### config.mk
export PLATFORM = sky130hd
export DESIGN_NAME = lsj_decoder
export DESIGN_NICKNAME = d
export VERILOG_FILES = /design/src/op_classifier.v /design/src/clock_counter.v /design/src/lsj_decoder.v
export VERILOG_INCLUDE_DIRS = /design/src
export SDC_FILE = /design/constraint.sdc
export NUM_CORES = 1
export LEC_CHECK = 0
export ABC_AREA = 1
export ABC_CLOCK_PERIOD_IN_PS = 6150
export BUFFER_PORTS_ARGS = -buffer_cell sky130_fd_sc_hd__buf_2
export CAP_MARGIN = 10
export CORE_UTILIZATION = 50
export CTS_BUF_LIST = sky130_fd_sc_hd__clkbuf_4 sky130_fd_sc_hd__clkbuf_8 sky130_fd_sc_hd__clkbuf_16
export DETAILED_ROUTE_END_ITERATION = 8
export PLACE_DENSITY = 0.74
export SLEW_MARGIN = 25
export SYNTH_ARGS = -nofsm -noshare
export SYNTH_HDL_FRONTEND = slang
export SYNTH_SLANG_ARGS = --single-unit
### constraint.sdc
create_clock -name mclk -period 6.15 [get_ports mclk]
set_clock_uncertainty 0.1 [all_clocks]
set_input_delay 0.9225 -clock mclk [delete_from_list [all_inputs] [get_ports mclk]]
set_output_delay 0.9225 -clock mclk [all_outputs]
set_load 0.005 [all_outputs]
### src/lsj_consts.vh
// constants for the logic, string and jump decoder
`ifndef LSJ_CONSTS_VH
`define LSJ_CONSTS_VH

// ********************************************************
// opcode patterns (upper bits with width/direction bits stripped, or whole bytes) and modrm field values
// ********************************************************
`define OP_XOR_RM_HI     6'h0C
`define OP_IMM_GRP_HI    7'h40
`define OP_XOR_ACC_HI    7'h1A
`define OP_SMOVE_HI      7'h52
`define OP_SCMP_HI       7'h53
`define OP_SSCAN_HI      7'h57
`define OP_SLOAD_HI      7'h56
`define OP_SSTORE_HI     7'h55
`define OP_PIN_HI        7'h36
`define OP_POUT_HI       7'h37
`define OP_REP_HI        7'h79
`define OP_REP_PLAIN     8'hF2
`define OP_JMP_SHORT     8'hEB
`define OP_JMP_NEAR      8'hE9
`define OP_JMP_FAR       8'hEA
`define OP_GRP_FF        8'hFF
`define REG_XOR          3'h6
`define REG_JMP_IND      3'h4
`define REG_JMP_FAR_IND  3'h5
`define MOD_REG          2'h3

// ********************************************************
// instruction classes
// ********************************************************
`define CL_NONE          4'h0
`define CL_XOR_RM        4'h1
`define CL_XOR_IMM       4'h2
`define CL_XOR_ACC       4'h3
`define CL_SMOVE         4'h4
`define CL_SCMP          4'h5
`define CL_SSCAN         4'h6
`define CL_SLOAD         4'h7
`define CL_SSTORE        4'h8
`define CL_PIN           4'h9
`define CL_POUT          4'hA
`define CL_JMP_DIR       4'hB
`define CL_JMP_IND       4'hC
`define CL_JMP_FAR_IND   4'hD

// ********************************************************
// clock counts
// ********************************************************
`define CLK_XOR_REG      16'h0003
`define CLK_XOR_MEM      16'h000A
`define CLK_XIMM_REG     16'h0004
`define CLK_XIMM_MEM     16'h0010
`define CLK_XACC_B       16'h0003
`define CLK_XACC_W       16'h0004
`define CLK_SMOVE        16'h000E
`define CLK_SCMP         16'h0016
`define CLK_SSCAN        16'h000F
`define CLK_SLOAD        16'h000C
`define CLK_SSTORE       16'h000A
`define CLK_PORT         16'h000E
`define CLK_JMP_DIR      16'h000E
`define CLK_JMP_IND_REG  16'h000B
`define CLK_JMP_IND_MEM  16'h0011
`define CLK_JMP_FAR_IND  16'h001A
`define RB_SCMP          16'h0005
`define RB_SSCAN         16'h0005
`define RB_SLOAD         16'h0006
`define RB_SSTORE        16'h0006
`define RB_SMOVE         16'h0008
`define RB_PORT          16'h0008
`define RI_SCMP          16'h0016
`define RI_SSCAN         16'h000F
`define RI_SLOAD         16'h000B
`define RI_SSTORE        16'h0009
`define RI_SMOVE         16'h0008
`define RI_PORT          16'h0008
`define WORD_XFER_ADD    16'h0004

`endif

### src/op_classifier.v
// combinational opcode classifier for the decoder
`timescale 1ns/10ps
`default_nettype none

module op_classifier (
   input wire [7:0] op,         // first opcode byte
   input wire [7:0] modrm,      // second byte
   output reg [3:0] cls,        // instruction class
   output wire wide,            // width bit
   output wire dir,             // direction bit
   output wire mem_op           // modrm selects memory
);
`include "lsj_consts.vh"

   assign wide = op[0];
   assign dir = op[1];
   assign mem_op = (modrm[7:6] != `MOD_REG);

   always @* begin
      cls = `CL_NONE;
      if (op[7:2] == `OP_XOR_RM_HI) begin
         cls = `CL_XOR_RM;
      end else if (op[7:1] == `OP_XOR_ACC_HI) begin
         cls = `CL_XOR_ACC;
      end else if (op[7:1] == `OP_IMM_GRP_HI && modrm[5:3] == `REG_XOR) begin
         cls = `CL_XOR_IMM;
      end else begin
         case (op[7:1])
            `OP_SMOVE_HI: cls = `CL_SMOVE;
            `OP_SCMP_HI: cls = `CL_SCMP;
            `OP_SSCAN_HI: cls = `CL_SSCAN;
            `OP_SLOAD_HI: cls = `CL_SLOAD;
            `OP_SSTORE_HI: cls = `CL_SSTORE;
            `OP_PIN_HI: cls = `CL_PIN;
            `OP_POUT_HI: cls = `CL_POUT;
            default: cls = `CL_NONE;
         endcase
         if (op == `OP_JMP_SHORT || op == `OP_JMP_NEAR || op == `OP_JMP_FAR) begin
            cls = `CL_JMP_DIR;
         end
         if (op == `OP_GRP_FF && modrm[5:3] == `REG_JMP_IND) begin
            cls = `CL_JMP_IND;
         end
         if (op == `OP_GRP_FF && modrm[5:3] == `REG_JMP_FAR_IND && modrm[7:6] != `MOD_REG) begin
            cls = `CL_JMP_FAR_IND;
         end
      end
   end
endmodule

`default_nettype wire

### src/clock_counter.v
// cycle counter that times one decoded instruction
`timescale 1ns/10ps
`default_nettype none

module clock_counter (
   input wire mclk,             // core clock
   input wire arst_n,           // async reset, active low
   input wire load,             // start counting
   input wire [15:0] total,     // cycles to run
   output wire busy,            // instruction still running
   output wire last             // final cycle of instruction
);
   reg [15:0] cnt_q;

   always @(posedge mclk or negedge arst_n) begin
      if (!arst_n) begin
         cnt_q <= 16'h0000;
      end else if (load) begin
         cnt_q <= total;
      end else if (cnt_q != 16'h0000) begin
         cnt_q <= cnt_q - 16'h0001;
      end
   end

   assign busy = (cnt_q != 16'h0000);
   assign last = (cnt_q == 16'h0001);
endmodule

`default_nettype wire

### src/lsj_decoder.v
// logic, string and jump instruction decoder with clock counts
// ********************************************************
// Functional notes
// - decode three exclusive-or forms with counts
// - single string move takes 14 clocks
// - single string compare takes 22 clocks
// - single string scan takes 15 clocks
// - single string load takes 12 clocks
// - single string store takes 10 clocks
// - single port string input takes 14
// - single port string output takes 14
// - repeat prefix repeats by count register; the z-bit form repeats only compare and scan
// - repeated compare/scan/load/store/move cycle formulas
// - repeated port input/output take 8+8n
// - decode jump forms with their counts
// - narrow bus adds 4 per word transfer, except for jump forms
// ********************************************************
`timescale 1ns/10ps
`default_nettype none

module lsj_decoder (
   input wire mclk,                // core clock, 50 MHz
   input wire arst_n,              // async reset, active low
   input wire byte_valid,          // opcode byte offered by prefetch queue
   input wire [7:0] byte_data,     // opcode byte
   input wire [7:0] next_byte,     // following byte (modrm)
   input wire narrow_bus,          // 8-bit bus variant
   input wire [15:0] count_register, // iteration count
   output wire byte_ready,         // decoder accepts byte
   output reg done,                // one-cycle pulse at instruction end
   output reg [3:0] op_class,      // decoded class
   output reg op_wide,             // word operation
   output reg op_dir,              // direction bit
   output reg op_repeat,           // repeated string operation
   output reg op_repeat_z,         // repeat prefix z bit
   output reg [15:0] op_clocks,    // total clock count
   output reg [15:0] op_iterations // iterations performed
);
`include "lsj_consts.vh"

   // ********************************************************
   // decode
   // ********************************************************
   wire [3:0] cls;
   wire wide;
   wire dir;
   wire mem_op;
   wire busy;
   wire last;
   reg rep_q;
   reg rep_z_q;
   reg [15:0] total_d;
   reg [15:0] xfer_d;

   op_classifier u_cls (
      .op(byte_data),
      .modrm(next_byte),
      .cls(cls),
      .wide(wide),
      .dir(dir),
      .mem_op(mem_op)
   );

   function is_string;
      input [3:0] c;
      begin
         is_string = (c >= `CL_SMOVE) && (c <= `CL_POUT);
      end
   endfunction

   wire is_prefix = (byte_data[7:1] == `OP_REP_HI);
   wire take = byte_valid && !busy;
   wire start = take && !is_prefix;
   wire rep_ok = rep_q && is_string(cls) &&
      (cls == `CL_SCMP || cls == `CL_SSCAN || !rep_z_q);
   wire [15:0] n = count_register;

   assign byte_ready = !busy;

   // ********************************************************
   // clock count
   // ********************************************************
   always @* begin
      total_d = 16'h0001;
      xfer_d = 16'h0000;
      case (cls)
         `CL_XOR_RM: begin
            total_d = mem_op ? `CLK_XOR_MEM : `CLK_XOR_REG;
            xfer_d = mem_op ? 16'h0002 : 16'h0000;
         end
         `CL_XOR_IMM: begin
            total_d = mem_op ? `CLK_XIMM_MEM : `CLK_XIMM_REG;
            xfer_d = mem_op ? 16'h0002 : 16'h0000;
         end
         `CL_XOR_ACC: total_d = wide ? `CLK_XACC_W : `CLK_XACC_B;
         `CL_SMOVE: begin
            total_d = rep_ok ? `RB_SMOVE + `RI_SMOVE * n : `CLK_SMOVE;
            xfer_d = rep_ok ? n + n : 16'h0002;
         end
         `CL_SCMP: begin
            total_d = rep_ok ? `RB_SCMP + `RI_SCMP * n : `CLK_SCMP;
            xfer_d = rep_ok ? n + n : 16'h0002;
         end
         `CL_SSCAN: begin
            total_d = rep_ok ? `RB_SSCAN + `RI_SSCAN * n : `CLK_SSCAN;
            xfer_d = rep_ok ? n : 16'h0001;
         end
         `CL_SLOAD: begin
            total_d = rep_ok ? `RB_SLOAD + `RI_SLOAD * n : `CLK_SLOAD;
            xfer_d = rep_ok ? n : 16'h0001;
         end
         `CL_SSTORE: begin
            total_d = rep_ok ? `RB_SSTORE + `RI_SSTORE * n : `CLK_SSTORE;
            xfer_d = rep_ok ? n : 16'h0001;
         end
         `CL_PIN, `CL_POUT: begin
            total_d = rep_ok ? `RB_PORT + `RI_PORT * n : `CLK_PORT;
            xfer_d = rep_ok ? n : 16'h0001;
         end
         `CL_JMP_DIR: total_d = `CLK_JMP_DIR;
         `CL_JMP_IND: begin
            total_d = mem_op ? `CLK_JMP_IND_MEM : `CLK_JMP_IND_REG;
            xfer_d = mem_op ? 16'h0001 : 16'h0000;
         end
         `CL_JMP_FAR_IND: begin
            total_d = `CLK_JMP_FAR_IND;
            xfer_d = 16'h0002;
         end
         default: total_d = 16'h0001;
      endcase
      if (narrow_bus && wide && cls != `CL_JMP_IND && cls != `CL_JMP_FAR_IND &&
         cls != `CL_JMP_DIR) begin
         total_d = total_d + `WORD_XFER_ADD * xfer_d;
      end
      if (total_d == 16'h0000) begin
         total_d = 16'h0001;
      end
   end

   clock_counter u_cnt (
      .mclk(mclk),
      .arst_n(arst_n),
      .load(start),
      .total(total_d),
      .busy(busy),
      .last(last)
   );

   // ********************************************************
   // state
   // ********************************************************
   always @(posedge mclk or negedge arst_n) begin
      if (!arst_n) begin
         rep_q <= 1'b0;
         rep_z_q <= 1'b0;
         done <= 1'b0;
         op_class <= 4'h0;
         op_wide <= 1'b0;
         op_dir <= 1'b0;
         op_repeat <= 1'b0;
         op_repeat_z <= 1'b0;
         op_clocks <= 16'h0000;
         op_iterations <= 16'h0000;
      end else begin
         done <= last;
         if (take && is_prefix) begin
            rep_q <= 1'b1;
            rep_z_q <= byte_data[0];
         end else if (start) begin
            rep_q <= 1'b0;
            rep_z_q <= 1'b0;
            op_class <= cls;
            op_wide <= wide;
            op_dir <= dir;
            op_repeat <= rep_ok;
            op_repeat_z <= rep_q && rep_z_q;
            op_clocks <= total_d;
            op_iterations <= rep_ok ? n : (is_string(cls) ? 16'h0001 : 16'h0000);
         end
      end
   end
endmodule

`default_nettype wire

==> results of run 1 <==
what timing repair did:
action	in CTS	in global routing
buffers inserted	0	4
setup endpoints to repair	0	6
gates resized for setup	0	28
hold buffers	0	0
layout by cell type (no fill, tap or decap), types with 5 or more instances in the layout:
cell / netlist / routed
nor3_1: 10 / 9
dfrtp_1: 59 / 59
nor2_1: 114 / 110
inv_2: 8 / 8
o22ai_1: 14 / 14
ha_1: 133 / 129
nand3_1: 119 / 118
buf_4: 2 / 104
nand3b_1: 12 / 12
a21oi_1: 67 / 62
nor2_2: 6 / 10
inv_1: 181 / 180
a21oi_2: 1 / 6
o21ai_1: 7 / 11
xor2_1: 20 / 20
clkbuf_4: 0 / 6
clkbuf_16: 0 / 9
a31oi_1: 5 / 5
buf_2: 5 / 70
xnor2_1: 24 / 24
o21ai_0: 67 / 62
nand2_1: 376 / 375
or2_2: 19 / 19
nand4_1: 30 / 30
fa_1: 49 / 47
power by group through the flow:
stage | Combinational, mW | Sequential, mW | Clock (mW)
2_1_floorplan | 1.01 | 0.497 | 0
3_3_place_gp | 1.49 | 0.504 | 0
3_5_place_dp | 1.52 | 0.507 | 0
4_1_cts | 1.53 | 0.502 | 0.512
5_1_grt | 1.79 | 0.511 | 0.530
6_report | 1.59 | 0.503 | 0.509
state kept, by name, summed over array words and instances (netlist names):
register / cells
op_clocks: 16
op_iterations: 16
u_cnt.cnt_q: 16
op_class: 4
done: 1
op_dir: 1
op_repeat: 1
op_repeat_z: 1
op_wide: 1
rep_q: 1
rep_z_q: 1
metal layers:
metal  GRT usage (%)  share of wire (%)
met1            42.2                 45
met2            48.7                 43
met5               0                  0
met4            13.0                4.4
met3            5.44                7.6
cells by family after synthesis:
| logic type | synth area share [%] |
|---|---|
| compound gates | 11.1 |
| simple gates | 32.6 |
| xor+xnor | 4.07 |
| fa+ha+maj | 28.0 |
| buf+inv | 8.61 |
| flops | 15.6 |
worst min-delay path, cell delays in order, from the launching register on:
cell and delay [ns]:
dfrtp_1 0.33, nand2_1 0.05, nand2_1 0.05
worst paths after layout:
check                                       start             end  slack (ns)  depth (start not counted)
worst min register to register       op_clocks[6]    op_clocks[6]        0.37                          2
worst max-delay path            count_register[6]  u_cnt.cnt_q[0]        0.30                         34
min in group asynchronous                  arst_n    op_clocks[6]        0.65                          2
worst max register to register            rep_z_q  u_cnt.cnt_q[0]        2.37                         27
max in group asynchronous                  arst_n    op_clocks[8]        4.83                          2
worst min-delay path                 op_clocks[6]    op_clocks[6]        0.37                          2
layout make-up:
cell class / count / area (µm²) / share of cell area (%)
Clock buffer: 13 / 268 / 2.39
Clock inverter: 2 / 35.0 / 0.313
Inverter: 191 / 719 / 6.42
Multi-Input combinational cell: 1121 / 7250 / 64.8
Sequential cell: 59 / 1480 / 13.2
Tap cell: 229 / 287 / 2.56
Timing Repair Buffer: 178 / 1160 / 10.4
==> results.toml, run 1 <==
[status]
outcome = "complete, no violations"

[synth]
synth_top_cells_by_count = "376 x nand2_1, 181 x inv_1, 133 x ha_1"
ys_ff_latch = 59
netlist_area_um2 = 9460
ys_seq_area_share_pct = 15.6
synth_top_area_share_pct = 17.6
syn_nets = 1609
synth_top_cell_by_area = "ha_1"
synth_edf_count = 0
synth_cell_types = 47
synth_most_common_cell = "nand2_1"
synth_ff_type = "dfrtp_1"
syn_inst = 1391
yosys_warnings = 0
ys_top_cells_by_area = "ha_1 18%, dfrtp_1 16%, nand2_1 15%, fa_1 10%, inv_1 7.2%"
synthArstFlopShare_pct = 100
postSynthAreaPerCell_um2 = 6.80

[detailed_routing]
vias = 10100
wl_per_cell_um = 16.4
dr.pass1.iters = 6
route.detailed.drc = 0
final_antenna_net_count = 0
routed_wirelength_mm = 29.3
vias_per_cell = 5.61
drt_iter0_markers = 952

[floorplan]
die_w_um = 140
dieArea_um2 = 19500
core_area_um2 = 18300
start_util_pct = 51.8
io_pins = 78
rows = 49
fp.dieH_um = 140

[layout]
final_core_utilization_pct = 61.3
layout-area-overhead-vs-synth_pct = 18.4
design_area_um2 = 11200
drive_gt1_share_pct = 16.6
nFillCells = 1699
final_cells = 1793
fin_nets = 1778
diodes = 0

[setup_path]
critPathSlowestCell = "fa_1"
path_max_fanout = 6
crit_family = "simple AND/OR/NAND/NOR gates"
crit_path_max_incr_delay_ns = 0.57
crit_path_frequent_cell = "nand2_1"
crit_buf_inv = 4
required_ns = 6.31
cp.arrival_ns = 6.01
worst_setup_path_end_kind = "register"
worstSetupPathType = "in -> reg"
worstSetupStartpointType = "primary input"

[place]
pre_cts_slack_ns = -0.104
globalplace.congestion = 0.979
portBuffers = 74
dp_cells = 1774
placed_cell_area_um2 = 10800
dp_hpwl_mm = 23.9

[global_route]
grt_max_degree = 68
grt_pass1_vias = 9479
grt_usage_pct = 31.0
antenna_found_initial = 0
grt_pass1_wl_mm = 47.6
gr-total-overflow = 0

[clock_tree]
clock_sinks = 59
cts_tree = "built"
clockBufferDepth = 2
worstSkewPairLatency_ns = 0.33
clk_pin_slew_ns = 0.05
cts_buffers = 9
htreeDepth = 3
clockRootBuffer = "clkbuf_16"

[timing]
timing.hold.ws_ns = 0.373
maxSlewHeadroom_pct = 41.4
slew_violations = 0
fmax_mhz = 171
layout_setup_ws_ns = 0.300
tightest_slew_ns = 0.876
fin_crit_sh_pct = 95.1
period_needed_ns = 5.85
setup_viol = 0
tns_ns = 0
hold_violations = 0

[power]
p_seq_share_pct = 19.3
combPwrFrac_pct = 61.1
p_int_mw = 1.45
ir_worst_vdd_v = 0.000154
p_sw_share_pct = 44.2
p_switching_mw = 1.15
cellPowerDensity_nw_per_um2 = 233
pwr-share-clk_pct = 19.5
finalPower_mw = 2.61
p_leak_nw = 6.17

[job]
maxCapViolCount = 0

[min_path]
hold_class = "reg -> reg"
No activity file was read; power rests on OpenSTA's default activity.
==> inputs of run 2 (changes only) <==
CORE_ASPECT_RATIO = 0.5   (was not set)
TNS_END_PERCENT = 30   (was not set)
==> results.toml, run 2 (synthesis results as in run 1) <==
[layout]
diodes = 0
layout-area-overhead-vs-synth_pct = 21.9
drive_gt1_share_pct = 18.6
reg.largest.list = "op_clocks x16, op_iterations x16, u_cnt.cnt_q x16"
final_cell_mix = "373 x nand2_1, 180 x inv_1, 126 x buf_4"
final_cells = 1843
fin_nets = 1797
layout_commonest_cell = "nand2_1"
design_area_um2 = 11500

[setup_path]
cp.arrival_ns = 5.96
crit_path_frequent_cell = "nand2_1"
required_ns = 6.31
worst_setup_path_end_kind = "register"
critPathSlowestCell = "fa_1"
crit_path_max_incr_delay_ns = 0.56
worstSetupPathType = "in -> reg"
worstSetupStartpointType = "primary input"
path_max_fanout = 7

[detailed_routing]
final_antenna_net_count = 0
wl_per_cell_um = 16.0
vias_per_cell = 5.48
dr.pass1.iters = 6
drt_iter0_markers = 815
route.detailed.drc = 0
vias = 10100
routed_wirelength_mm = 29.4

[global_route]
grt_usage_pct = 30.8
use_met1_pct = 43.5
gr-total-overflow = 0
grt_busiest_layer = "met2"
grt_pass1_vias = 9729
antenna_found_initial = 0
met3_usage_pct = 2.85
grt_pass1_wl_mm = 48.0
grt_use_met2_pct = 52.2
grt_max_degree = 68

[clock_tree]
cts_buffers = 9
worstSkewPairLatency_ns = 0.33
clk_pin_slew_ns = 0.05
cts_tree = "built"
hold_buffers = 0
htreeDepth = 3
clock_sinks = 59
clockRootBuffer = "clkbuf_16"
clockBufferDepth = 2

[floorplan]
die_w_um = 197
start_util_pct = 51.2
dieArea_um2 = 19500
core_area_um2 = 18500
io_pins = 78
rows = 35
fp.dieH_um = 99.3

[job]
maxCapViolCount = 0

[status]
outcome = "complete, no violations"

[timing]
period_needed_ns = 5.80
setup_viol = 0
maxSlewHeadroom_pct = 35.1
slew_violations = 0
hold_violations = 0
fin_crit_sh_pct = 94.3
timing.hold.ws_ns = 0.371
tightest_slew_ns = 0.972
fmax_mhz = 173
tns_ns = 0

[power]
p_leak_nw = 6.28
ir_worst_vdd_v = 0.000116
cellPowerDensity_nw_per_um2 = 237
finalPower_mw = 2.74

[place]
globalplace.congestion = 1.00
placed_cell_area_um2 = 11000
dp_cells = 1824
dp_hpwl_mm = 24.2
portBuffers = 74

[min_path]
hold_class = "reg -> reg"
[run 2: changes by cell type in the layout (fill, tap and decap cells not counted), moves of 3 or more]
cell | previous run | this run
buf_2 | 70 | 67
buf_4 | 104 | 126
clkbuf_4 | 6 | 2
ha_1 | 129 | 123
ha_4 | 2 | 6
nand3_1 | 118 | 113
nand3_2 | 3 | 8
nor2_1 | 110 | 107
nor2_2 | 10 | 13
[run 2: where the power goes]
group          internal (mW)  switching, mW
clock network          0.394          0.180
registers              0.451         0.0529
logic                  0.713          0.944
[run 2: cell type report]
cell class              instances  area [µm²]
repair buffers                197        1320
multi-input cells            1121        7350
well taps                     259         324
flip-flops and latches         59        1480
clock inverters                 7         116
fillers                      1670        6950
inverters                     191         718
clock buffers                   9         225
[run 2: path summary, 6_finish.rpt]
check,depth (start not counted),to,startpoint,slack (ns)
setup / recovery,35,u_cnt.cnt_q[0],count_register[2],0.35
setup reg to reg,27,u_cnt.cnt_q[0],rep_z_q,2.31
hold / removal,2,op_clocks[4],op_clocks[4],0.37
hold reg to reg,2,op_clocks[4],op_clocks[4],0.37
max in group asynchronous,2,op_iterations[9],arst_n,4.82
min in group asynchronous,2,op_clocks[0],arst_n,0.64
[run 2: worst max-delay path, delay by kind of cell]
kind,cells,cell delay (ns)
and+or+nand+nor,23,2.36
adders and majority gates,5,1.90
buffers and inverters,3,0.28
AOI/OAI and AO/OA,4,0.50
[run 2: per-stage QoR]
stage               utilization, %  setup slack [ns]
floorplan                        -             0.725
global placement              59.3           -0.0435
detailed placement            59.3            -0.163
CTS                           61.2             0.125
global route                  62.4           -0.0143
finish                        62.4             0.354
[run 2: repair_timing]
action | in CTS | in global routing
buffers inserted | 0 | 3
resized for setup | 0 | 52
setup endpoints to repair | 0 | 6
[run 2: routing by layer]
layer / share of wire [%] / wire length [µm] / vias to the layer above
li1: - / - / 4941
met1: 47 / 13700 / 4729
met2: 45 / 13400 / 391
met3: 6.8 / 1990 / 33
met4: 1.2 / 355 / 0
met5: 0 / 0 / -
